File: config.mk
export PLATFORM = sky130hd
export DESIGN_NAME = feature_cfg_device_flat
export DESIGN_NICKNAME = d
export VERILOG_FILES = /design/src/design/feature_cfg_pkg.sv /design/src/design/cfg_link_if.sv /design/src/design/drive_trim_decode.sv /design/src/design/feature_cfg_device.sv /design/src/flat_wrapper.sv
export SDC_FILE = /design/constraint.sdc
export NUM_CORES = 1
export LEC_CHECK = 0
export ABC_AREA = 1
export BUFFER_PORTS_ARGS = -buffer_cell sky130_fd_sc_hd__buf_2
export CORE_ASPECT_RATIO = 1.4
export CORE_MARGIN = 3
export CORE_UTILIZATION = 35
export CTS_CLUSTER_DIAMETER = 200
export DETAILED_ROUTE_END_ITERATION = 6
export GPL_ROUTABILITY_DRIVEN = 0
export SETUP_SLACK_MARGIN = 0.02
export SLEW_MARGIN = 20
export SYNTH_ARGS = -nofsm -noshare
export SYNTH_HDL_FRONTEND = slang
export SYNTH_HIERARCHICAL = 1
export SYNTH_SLANG_ARGS = --single-unit
File: constraint.sdc
create_clock -name i_sys_clk -period 3.2 [get_ports i_sys_clk]
set_input_delay 0.48 -clock i_sys_clk [delete_from_list [all_inputs] [get_ports i_sys_clk]]
set_output_delay 0.48 -clock i_sys_clk [all_outputs]
set_load 0.01 [all_outputs]
File: src/design/feature_cfg_pkg.sv
// shared constants for the feature-bit configuration store and its host
package feature_cfg_pkg;
  // link widths
  localparam int unsigned LINK_ADDR_W = 8;
  localparam int unsigned LINK_DATA_W = 8;
  // link register numbers
  localparam logic [7:0] REG_UNLOCK = 8'h08;
  localparam logic [7:0] REG_SELECT = 8'h09;
  localparam logic [7:0] REG_WRITE  = 8'h0a;
  // command values
  localparam logic [7:0] UNLOCK_KEY = 8'hbb;
  localparam logic [7:0] SET_CMD    = 8'h82;
  localparam logic [7:0] IDLE_CMD   = 8'h00;
  // reset values
  localparam logic [7:0] UNLOCK_RST = 8'h00;
  localparam logic [7:0] SELECT_RST = 8'h00;
  localparam logic [7:0] WRITE_RST  = 8'h00;
  localparam logic       FEATURE_RST = 1'b0;
  // feature-bit space
  localparam int unsigned FEATURE_BITS = 256;
  localparam int unsigned TRIM_BASE    = 140;
  localparam int unsigned TRIM_W       = 4;
  localparam int unsigned NUM_OUTPUTS  = 19;
  localparam int unsigned BYPASS_BIT   = 222;
  // bypass delay in picoseconds
  localparam logic [11:0] BYPASS_SLOW_PS = 12'h9c4;
  localparam logic [11:0] BYPASS_FAST_PS = 12'h384;
  // drive trim codes
  localparam logic [3:0] TRIM_100 = 4'h0;
  localparam logic [3:0] TRIM_90  = 4'h1;
  localparam logic [3:0] TRIM_80  = 4'h3;
  localparam logic [3:0] TRIM_70  = 4'h4;
  localparam logic [3:0] TRIM_60  = 4'h6;
  localparam logic [3:0] TRIM_50  = 4'h7;
  localparam logic [3:0] TRIM_40  = 4'ha;
  localparam logic [3:0] TRIM_30  = 4'hb;
  localparam logic [3:0] TRIM_20  = 4'hc;
  localparam logic [3:0] TRIM_10  = 4'he;
  localparam logic [3:0] TRIM_OFF = 4'hf;
  // drive level in tenths, current in 0.1 mA per tenth
  localparam logic [3:0] LEVEL_FULL = 4'ha;
  localparam logic [7:0] STEP_100   = 8'h0e;
  localparam logic [7:0] STEP_85    = 8'h10;
  localparam logic [7:0] FULL_100   = 8'h8c;
  localparam logic [7:0] FULL_85    = 8'ha0;
  // host register map (byte addresses)
  localparam logic [3:0] HREG_CMD    = 4'h0;
  localparam logic [3:0] HREG_STATUS = 4'h4;
  localparam int unsigned CMD_DATA_LSB = 0;
  localparam int unsigned CMD_ADDR_LSB = 8;
  localparam int unsigned CMD_OP_LSB   = 16;
  localparam int unsigned ST_BUSY_BIT  = 0;
  localparam int unsigned ST_RD_LSB    = 8;
  localparam logic [1:0] OP_WRITE   = 2'h0;
  localparam logic [1:0] OP_READ    = 2'h1;
  localparam logic [1:0] OP_SET_BIT = 2'h2;
  localparam logic [1:0] RESP_OKAY   = 2'h0;
  localparam logic [1:0] RESP_SLVERR = 2'h2;
endpackage : feature_cfg_pkg

File: src/design/cfg_link_if.sv
// register link between the management host and the configuration store
`timescale 1ns/1ps
interface cfg_link_if;
  logic       wr_en;
  logic       rd_en;
  logic [7:0] addr;
  logic [7:0] wdata;
  logic [7:0] rdata;
  logic       rvalid;

  modport device (input wr_en, input rd_en, input addr, input wdata,
                  output rdata, output rvalid);
  modport host   (output wr_en, output rd_en, output addr, output wdata,
                  input rdata, input rvalid);
endinterface : cfg_link_if

File: src/design/drive_trim_decode.sv
// decoder from one drive trim code to level and output currents
`timescale 1ns/1ps
module drive_trim_decode (
  // trim code
  input  wire logic [3:0] i_code,
  // decoded drive
  output logic      [3:0] o_level,
  output logic            o_off,
  output logic            o_invalid,
  output logic      [7:0] o_cur_100,
  output logic      [7:0] o_cur_85
);
  always_comb begin
    o_off     = 1'b0;
    o_invalid = 1'b0;
    case (i_code)
      feature_cfg_pkg::TRIM_100: o_level = 4'ha;
      feature_cfg_pkg::TRIM_90:  o_level = 4'h9;
      feature_cfg_pkg::TRIM_80:  o_level = 4'h8;
      feature_cfg_pkg::TRIM_70:  o_level = 4'h7;
      feature_cfg_pkg::TRIM_60:  o_level = 4'h6;
      feature_cfg_pkg::TRIM_50:  o_level = 4'h5;
      feature_cfg_pkg::TRIM_40:  o_level = 4'h4;
      feature_cfg_pkg::TRIM_30:  o_level = 4'h3;
      feature_cfg_pkg::TRIM_20:  o_level = 4'h2;
      feature_cfg_pkg::TRIM_10:  o_level = 4'h1;
      feature_cfg_pkg::TRIM_OFF: begin
        o_level = 4'h0;
        o_off   = 1'b1;
      end
      // unlisted codes keep full drive rather than guess a level
      default: begin
        o_level   = feature_cfg_pkg::LEVEL_FULL;
        o_invalid = 1'b1;
      end
    endcase
    o_cur_100 = 8'(o_level * feature_cfg_pkg::STEP_100);
    o_cur_85  = 8'(o_level * feature_cfg_pkg::STEP_85);
  end
endmodule : drive_trim_decode

File: src/design/feature_cfg_device.sv
// device end: indirect feature-bit store with drive trims and bypass delay
//
// Overview of operation
// - bypass select picks 2.5 ns or 0.9 ns
// - each of 19 outputs has 4-bit trim
// - trim codes decode to ten levels or off
// - default trim gives 14.0 / 16.0 mA
// - key 0xBB in register 8 unlocks 9, 10
// - register 9 holds target feature-bit index
// - 0x82 in register 10 sets selected bit
// - host writes 0x00 to 10 after each set
// - host changes one differing bit at a time
// - bypass select lives at feature bit 222
// - registers 8, 9, 10 are only path
`timescale 1ns/1ps
module feature_cfg_device #(
  parameter int unsigned NUM_OUTPUTS = feature_cfg_pkg::NUM_OUTPUTS
) (
  // clock and reset
  input  wire logic                     i_sys_clk,
  input  wire logic                     i_nrst,
  // register link
  cfg_link_if.device                    link,
  // drive trim per output
  output logic [NUM_OUTPUTS*4-1:0]      o_output_drive_trim,
  output logic [NUM_OUTPUTS*4-1:0]      o_drive_level,
  output logic [NUM_OUTPUTS-1:0]        o_output_off,
  output logic [NUM_OUTPUTS-1:0]        o_trim_invalid,
  output logic [NUM_OUTPUTS*8-1:0]      o_drive_100_ma_x10,
  output logic [NUM_OUTPUTS*8-1:0]      o_drive_85_ma_x10,
  // bypass delay
  output logic                          o_bypass_fast,
  output logic [11:0]                   o_bypass_delay_ps,
  // access state
  output logic                          o_unlocked
);
  localparam int unsigned FB = feature_cfg_pkg::FEATURE_BITS;

  // trims must end below the bypass bit and fit the index space
  if (NUM_OUTPUTS < 1 || NUM_OUTPUTS > 19) begin : g_bad_outputs
    $error("NUM_OUTPUTS must be 1 to 19");
  end

  // trims, bypass bit and the 8-bit index must share one space
  if (feature_cfg_pkg::TRIM_BASE + feature_cfg_pkg::TRIM_W * NUM_OUTPUTS
      > feature_cfg_pkg::BYPASS_BIT) begin : g_bad_trim_span
    $error("trim fields reach the bypass bit");
  end
  if (feature_cfg_pkg::BYPASS_BIT >= FB) begin : g_bad_bypass_bit
    $error("bypass bit lies outside the feature space");
  end
  if (FB != (1 << feature_cfg_pkg::LINK_DATA_W)) begin : g_bad_space
    $error("feature space must match the index width");
  end

  typedef struct packed {
    logic [7:0]                 unlock;
    logic [7:0]                 select;
    logic [7:0]                 write;
    logic [FB-1:0]              feature;
    logic [7:0]                 rdata;
    logic                       rvalid;
    logic [NUM_OUTPUTS*4-1:0]   level;
    logic [NUM_OUTPUTS-1:0]     off;
    logic [NUM_OUTPUTS-1:0]     invalid;
    logic [NUM_OUTPUTS*8-1:0]   cur100;
    logic [NUM_OUTPUTS*8-1:0]   cur85;
    logic                       bypass_fast;
    logic [11:0]                bypass_ps;
  } dev_state_t;

  localparam dev_state_t DEV_RST = '{
    unlock:      feature_cfg_pkg::UNLOCK_RST,
    select:      feature_cfg_pkg::SELECT_RST,
    write:       feature_cfg_pkg::WRITE_RST,
    feature:     {FB{feature_cfg_pkg::FEATURE_RST}},
    rdata:       8'h00,
    rvalid:      1'b0,
    level:       {NUM_OUTPUTS{feature_cfg_pkg::LEVEL_FULL}},
    off:         '0,
    invalid:     '0,
    cur100:      {NUM_OUTPUTS{feature_cfg_pkg::FULL_100}},
    cur85:       {NUM_OUTPUTS{feature_cfg_pkg::FULL_85}},
    bypass_fast: 1'b0,
    bypass_ps:   feature_cfg_pkg::BYPASS_SLOW_PS
  };

  dev_state_t                 st_ff;
  dev_state_t                 nxt_st;
  logic                       unlocked;
  logic [NUM_OUTPUTS*4-1:0]   dec_level;
  logic [NUM_OUTPUTS-1:0]     dec_off;
  logic [NUM_OUTPUTS-1:0]     dec_invalid;
  logic [NUM_OUTPUTS*8-1:0]   dec_cur100;
  logic [NUM_OUTPUTS*8-1:0]   dec_cur85;
  logic [NUM_OUTPUTS*4-1:0]   trim_field;
  logic [7:0]                 select_view;
  logic [7:0]                 write_view;

  // a wrong key relocks, so a stray write shuts the path again
  assign unlocked = (st_ff.unlock == feature_cfg_pkg::UNLOCK_KEY);

  // locked registers read as zero, so a probe learns nothing of them
  assign select_view = unlocked ? st_ff.select : 8'h00;
  assign write_view  = unlocked ? st_ff.write : 8'h00;

  // one decoder per output, each on its own slice of the store
  for (genvar n = 0; n < NUM_OUTPUTS; n++) begin : g_trim
    assign trim_field[n*4 +: 4] =
      st_ff.feature[feature_cfg_pkg::TRIM_BASE + 4*n +: 4];

    drive_trim_decode u_decode (
      .i_code    (trim_field[n*4 +: 4]),
      .o_level   (dec_level[n*4 +: 4]),
      .o_off     (dec_off[n]),
      .o_invalid (dec_invalid[n]),
      .o_cur_100 (dec_cur100[n*8 +: 8]),
      .o_cur_85  (dec_cur85[n*8 +: 8])
    );
  end

  always_comb begin
    nxt_st        = st_ff;
    nxt_st.rvalid = 1'b0;

    // writes: only registers 8, 9 and 10 exist on the link
    if (link.wr_en) begin
      case (link.addr)
        feature_cfg_pkg::REG_UNLOCK: begin
          nxt_st.unlock = link.wdata;
        end
        feature_cfg_pkg::REG_SELECT: begin
          if (unlocked) begin
            nxt_st.select = link.wdata;
          end
        end
        feature_cfg_pkg::REG_WRITE: begin
          if (unlocked) begin
            nxt_st.write = link.wdata;
          end
        end
        default: begin
          // other numbers are not registers of this store
        end
      endcase
    end

    // the set acts while register 10 holds the command; moving the
    // index without first writing 0x00 would set the new bit as well
    if (unlocked && st_ff.write == feature_cfg_pkg::SET_CMD) begin
      nxt_st.feature[st_ff.select] = 1'b1;
    end

    // reads answer one cycle later; locked registers read as zero
    // rdata keeps the last answer, only rvalid marks a fresh one
    if (link.rd_en) begin
      nxt_st.rvalid = 1'b1;
      case (link.addr)
        feature_cfg_pkg::REG_UNLOCK: nxt_st.rdata = st_ff.unlock;
        feature_cfg_pkg::REG_SELECT: nxt_st.rdata = select_view;
        feature_cfg_pkg::REG_WRITE:  nxt_st.rdata = write_view;
        default:                     nxt_st.rdata = 8'h00;
      endcase
    end

    // decoded drive, held in flops
    nxt_st.level   = dec_level;
    nxt_st.off     = dec_off;
    nxt_st.invalid = dec_invalid;
    nxt_st.cur100  = dec_cur100;
    nxt_st.cur85   = dec_cur85;

    // bypass delay select
    // the delay is reported for the analog path, not produced here
    nxt_st.bypass_fast = st_ff.feature[feature_cfg_pkg::BYPASS_BIT];
    if (st_ff.feature[feature_cfg_pkg::BYPASS_BIT]) begin
      nxt_st.bypass_ps = feature_cfg_pkg::BYPASS_FAST_PS;
    end else begin
      nxt_st.bypass_ps = feature_cfg_pkg::BYPASS_SLOW_PS;
    end
  end

  // one register for all state keeps reset and update in step
  always_ff @(posedge i_sys_clk or negedge i_nrst) begin
    if (!i_nrst) begin
      st_ff <= DEV_RST;
    end else begin
      st_ff <= nxt_st;
    end
  end

  // link answers
  assign link.rdata  = st_ff.rdata;
  assign link.rvalid = st_ff.rvalid;

  // user side
  // raw trims lead the decoded drive by one cycle
  assign o_output_drive_trim = trim_field;
  assign o_drive_level       = st_ff.level;
  assign o_output_off        = st_ff.off;
  assign o_trim_invalid      = st_ff.invalid;
  assign o_drive_100_ma_x10  = st_ff.cur100;
  assign o_drive_85_ma_x10   = st_ff.cur85;
  assign o_bypass_fast       = st_ff.bypass_fast;
  assign o_bypass_delay_ps   = st_ff.bypass_ps;
  assign o_unlocked          = unlocked;
endmodule : feature_cfg_device

File: src/flat_wrapper.sv
// flat-port wrapper written by rule: the top's interface ports become plain ports
module feature_cfg_device_flat 
#(
  parameter int unsigned NUM_OUTPUTS = feature_cfg_pkg::NUM_OUTPUTS
)
  (i_sys_clk, i_nrst, o_output_drive_trim, o_drive_level, o_output_off, o_trim_invalid, o_drive_100_ma_x10, o_drive_85_ma_x10, o_bypass_fast, o_bypass_delay_ps, o_unlocked, link_wr_en, link_rd_en, link_addr, link_wdata, link_rdata, link_rvalid);
  cfg_link_if link_i ();
  input  wire logic i_sys_clk;
  input  wire logic i_nrst;
  output logic [NUM_OUTPUTS*4-1:0] o_output_drive_trim;
  output logic [NUM_OUTPUTS*4-1:0] o_drive_level;
  output logic [NUM_OUTPUTS-1:0] o_output_off;
  output logic [NUM_OUTPUTS-1:0] o_trim_invalid;
  output logic [NUM_OUTPUTS*8-1:0] o_drive_100_ma_x10;
  output logic [NUM_OUTPUTS*8-1:0] o_drive_85_ma_x10;
  output logic o_bypass_fast;
  output logic [11:0] o_bypass_delay_ps;
  output logic o_unlocked;
  input wire logic [$bits(link_i.wr_en)-1:0] link_wr_en;
  input wire logic [$bits(link_i.rd_en)-1:0] link_rd_en;
  input wire logic [$bits(link_i.addr)-1:0] link_addr;
  input wire logic [$bits(link_i.wdata)-1:0] link_wdata;
  output wire logic [$bits(link_i.rdata)-1:0] link_rdata;
  output wire logic [$bits(link_i.rvalid)-1:0] link_rvalid;
  assign link_i.wr_en = link_wr_en;
  assign link_i.rd_en = link_rd_en;
  assign link_i.addr = link_addr;
  assign link_i.wdata = link_wdata;
  assign link_rdata = link_i.rdata;
  assign link_rvalid = link_i.rvalid;
  feature_cfg_device #(.NUM_OUTPUTS(NUM_OUTPUTS)) u_core (.i_sys_clk(i_sys_clk), .i_nrst(i_nrst), .link(link_i), .o_output_drive_trim(o_output_drive_trim), .o_drive_level(o_drive_level), .o_output_off(o_output_off), .o_trim_invalid(o_trim_invalid), .o_drive_100_ma_x10(o_drive_100_ma_x10), .o_drive_85_ma_x10(o_drive_85_ma_x10), .o_bypass_fast(o_bypass_fast), .o_bypass_delay_ps(o_bypass_delay_ps), .o_unlocked(o_unlocked));
endmodule
==> flow_metrics.py <==
metrics = {
    "setup_path": {
        "rr_worst_depth": 6,
        "r2r-start": "u_core/o_output_drive_trim[19]$_DFFE_PN0P_",
        "crit_arrival_ns": 3.09,
        "critPathLaunchType": "flop",
        "critPathMaxFanout": 7,
        "critPathKind": "reg2reg",
        "required_ns": 3.72,
        "crit_path_end_kind": "flop",
        "rr_endpoint": "u_core/o_drive_100_ma_x10[39]$_DFF_PN1_",
        "r2r_slack_ns": 0.63,
    },
    "global_routing": {
        "grt_pass1_wl_microns": 96000,
        "grt_overflow": 0,
        "grt_max_degree": 75,
        "grt_pass1_vias": 16200,
        "grt.total_usage": 0.149,
        "antenna_found_initial": 1,
    },
    "synth": {
        "synthArstFlopShare": 1.00,
        "synth_xor_area_frac": 0.00594,
        "syn_area_per_cell_sq_um": 10.0,
        "yosys_warnings": 6,
        "synth_seq_cells": 530,
        "netlist_area_sq_mm": 0.0280,
        "synth.area.mux_share": 0,
        "synth_top_family_by_area": "buffers and inverters",
        "synth_cells": 2801,
        "synth.top_cell.area_share": 0.354,
        "seq_area_frac_synth": 0.479,
        "synth-edff-count": 0,
        "yosysMostFrequentCell": "buf_4",
        "synthTopCellsByArea": "dfrtp_1 (35%), buf_4 (19%), dfstp_2 (13%), nand2_1 (6.3%), fa_1 (5.4%)",
        "synth_top_cell_by_area": "dfrtp_1",
        "synthAdderAreaFrac": 0.105,
        "synth-simple-area-share": 0.120,
        "synth_compound_area_frac": 0.0600,
        "ys.flop_type": "dfrtp_1",
        "synth_cell_types": 33,
        "ys_top_cells_by_count": "buf_4 (706), nand2_1 (468), dfrtp_1 (396)",
    },
    "power_and_ir_drop": {
        "p_sw_uw": 3000,
        "p_int_uw": 10800,
        "sw_frac_of_total": 0.217,
        "p_total_uw": 13800,
        "leakagePower_uw": 0.0151,
        "clkPwrFrac": 0.486,
        "ir_drop_uv": 430,
        "pwr-share-seq": 0.491,
        "pwr-share-comb": 0.023,
        "p_per_area_mw_per_mm2": 469,
    },
    "final_layout": {
        "area_growth_pct": 5.26,
        "nets": 3030,
        "num_antenna_cells": 0,
        "drive_gt1_frac": 0.308,
    },
    "floorplanning": {
        "die_area_sq_mm": 0.0835,
        "die_h_microns": 341,
        "core_area_sq_mm": 0.0792,
        "floorplan.die.width_microns": 245,
        "rows": 122,
        "initial_core_util": 0.354,
        "ioPinCount": 537,
    },
    "clocking": {
        "clkLatencyLatePin_ns": 0.61,
        "ctsResizeCount": 0,
        "path_clk_slew_ns": 0.06,
        "cts_tree": "yes",
        "root_buffer": "clkbuf_16",
        "cts_max_path_buffers": 3,
        "clock_sinks": 530,
        "htree_levels": 2,
        "numCtsBuffers": 53,
    },
    "sta": {
        "min_period_over_period": 0.802,
        "drv_slew": 0,
        "fin_skew_ns": 0.0161,
        "setup_viol": 0,
        "rsz0062_at_grt": "no",
        "hold_viol": 0,
        "maxSlewHeadroom": 0.329,
        "max_freq_mhz": 390,
        "tightest_slew_ns": 1.00,
        "fin_setup_tns_ns": 0,
        "post-route-min-period_ns": 2.57,
    },
    "place": {
        "io_buffers": 527,
        "place_hpwl_microns": 48800,
    },
    "detailed_routing": {
        "wl_per_cell_microns": 16.1,
        "dr.pass1.iters": 7,
        "dr_total_vias": 16400,
        "first_iter_violations": 900,
        "vias_per_cell": 4.18,
        "wl_microns": 63200,
        "drc": 0,
        "ant_nets": 0,
    },
    "outcome": {
        "status": "completed",
    },
    "worst_hold_path": {
        "hp-class": "in2reg",
        "hold_path_end": "u_core/link.rvalid$_DFF_PN0_",
        "min-delay-start": "link_rd_en",
        "whs_path_depth": 1,
    },
    "flow_run": {
        "drv_cap": 0,
    },
}
logic make-up after synthesis:
family / after synthesis
compound gates: 264
xor+xnor: 19
fa+ha+maj: 190
buf+inv: 973
flops: 530
other cells: 21
simple gates: 804
worst max path at each step:
stage | startpoint | end | cells past startpoint
after global placement | u_core/o_output_drive_trim[19]$_DFFE_PN0P_ | u_core/o_drive_100_ma_x10[38]$_DFF_PN0_ | 10
after CTS | u_core/o_output_drive_trim[19]$_DFFE_PN0P_ | u_core/o_drive_100_ma_x10[39]$_DFF_PN1_ | 6
after detailed placement | u_core/o_output_drive_trim[19]$_DFFE_PN0P_ | u_core/o_drive_100_ma_x10[39]$_DFF_PN1_ | 6
after global routing | u_core/o_output_drive_trim[19]$_DFFE_PN0P_ | u_core/o_drive_100_ma_x10[39]$_DFF_PN1_ | 6
after floorplan | u_core/o_output_drive_trim[55]$_DFFE_PN0P_ | u_core/o_drive_100_ma_x10[109]$_DFF_PN0_ | 6
final | u_core/o_output_drive_trim[19]$_DFFE_PN0P_ | u_core/o_drive_100_ma_x10[39]$_DFF_PN1_ | 6
layer usage:
layer	wire [microns]	up-vias	GRT usage
met5	0	-	0
met4	2040	0	0.0512
met3	3590	98	0.0305
met2	32700	456	0.271
met1	24800	7860	0.173
li1	-	7982	-
state kept, by name, indices dropped and copies added, names as in the netlist:
register / cells
u_core/link.rdata: 8
u_core/o_drive_100_ma_x10: 152
u_core/o_drive_85_ma_x10: 152
u_core/o_drive_level: 76
u_core/nxt_st: 1
u_core/o_output_drive_trim: 76
u_core/o_bypass_delay_ps: 2
u_core/link.rvalid: 1
u_core/st_ff: 24
u_core/o_output_off: 19
u_core/o_trim_invalid: 19
what timing repair did:
| item | CTS | global route |
|---|---|---|
| hold endpoints to repair | 42 | 0 |
| setup buffers | 0 | 0 |
| hold buffers | 1 | 0 |
placed cells by master (no fill, tap or decap), types with 3 or more instances in the layout:
cell type,netlist,final
clkinvlp_4,0,4
bufinv_16,0,7
inv_6,0,6
nor2_1,178,178
o21bai_1,75,75
buf_4,706,69
buf_12,0,7
inv_2,20,20
ha_1,114,114
clkbuf_16,0,55
nand3_1,65,64
nor2b_1,19,19
o21bai_2,20,20
clkbuf_8,0,9
inv_1,228,228
nand4_1,39,39
nor3_1,21,21
a21boi_0,19,19
dfrtp_1,396,396
nor3_4,3,3
clkinv_2,0,5
conb_1,21,104
buf_2,9,526
nand2_1,468,468
xnor2_1,19,19
clkinv_4,0,4
dfstp_2,134,134
a21oi_1,38,38
o21ai_1,28,29
clkbuf_1,4,8
nand2_2,3,3
fa_1,76,76
o21ai_0,84,83
layout make-up:
class | instances | area (sq um)
Multi-Input combinational cell | 1381 | 8570
Fill cell | 7801 | 49700
Tap cell | 1054 | 1320
Sequential cell | 530 | 13400
Clock inverter | 28 | 375
Clock buffer | 72 | 1530
Timing Repair Buffer | 604 | 3320
Inverter | 250 | 943
critical path, cell delays in order, from the launching register on:
cell and delay, ns:
dfrtp_1 0.44, inv_1 0.13, nand2_1 0.09, o21ai_0 0.59, fa_1 0.56, fa_1 0.46, o21ai_0 0.20
stage by stage:
| step | area [sq um] | setup WS, ns | utilization | std cells | hold WS, ns |
|---|---|---|---|---|---|
| 2_1_floorplan | 28300 | 0.807 | - | 2884 | 0.184 |
| 3_3_place_gp | 27600 | 0.688 | 0.348 | 3818 | 0.368 |
| 3_5_place_dp | 27600 | 0.624 | 0.348 | 3818 | 0.369 |
| 4_1_cts | 29500 | 0.613 | 0.372 | 3919 | 0.0711 |
| 5_1_grt | 29500 | 0.412 | 0.372 | 3919 | 0.0737 |
| 6_report | 29500 | 0.633 | 0.372 | 3919 | 0.113 |
power groups by stage:
stage / clock network, uW / registers [uW] / logic, uW
4_1_cts: 6970 / 6790 / 324
3_5_place_dp: 0 / 6910 / 323
2_1_floorplan: 0 / 6910 / 243
6_report: 6720 / 6790 / 311
5_1_grt: 7220 / 6790 / 359
3_3_place_gp: 0 / 6910 / 319
Note: power is estimated with default switching activity, not from simulation.
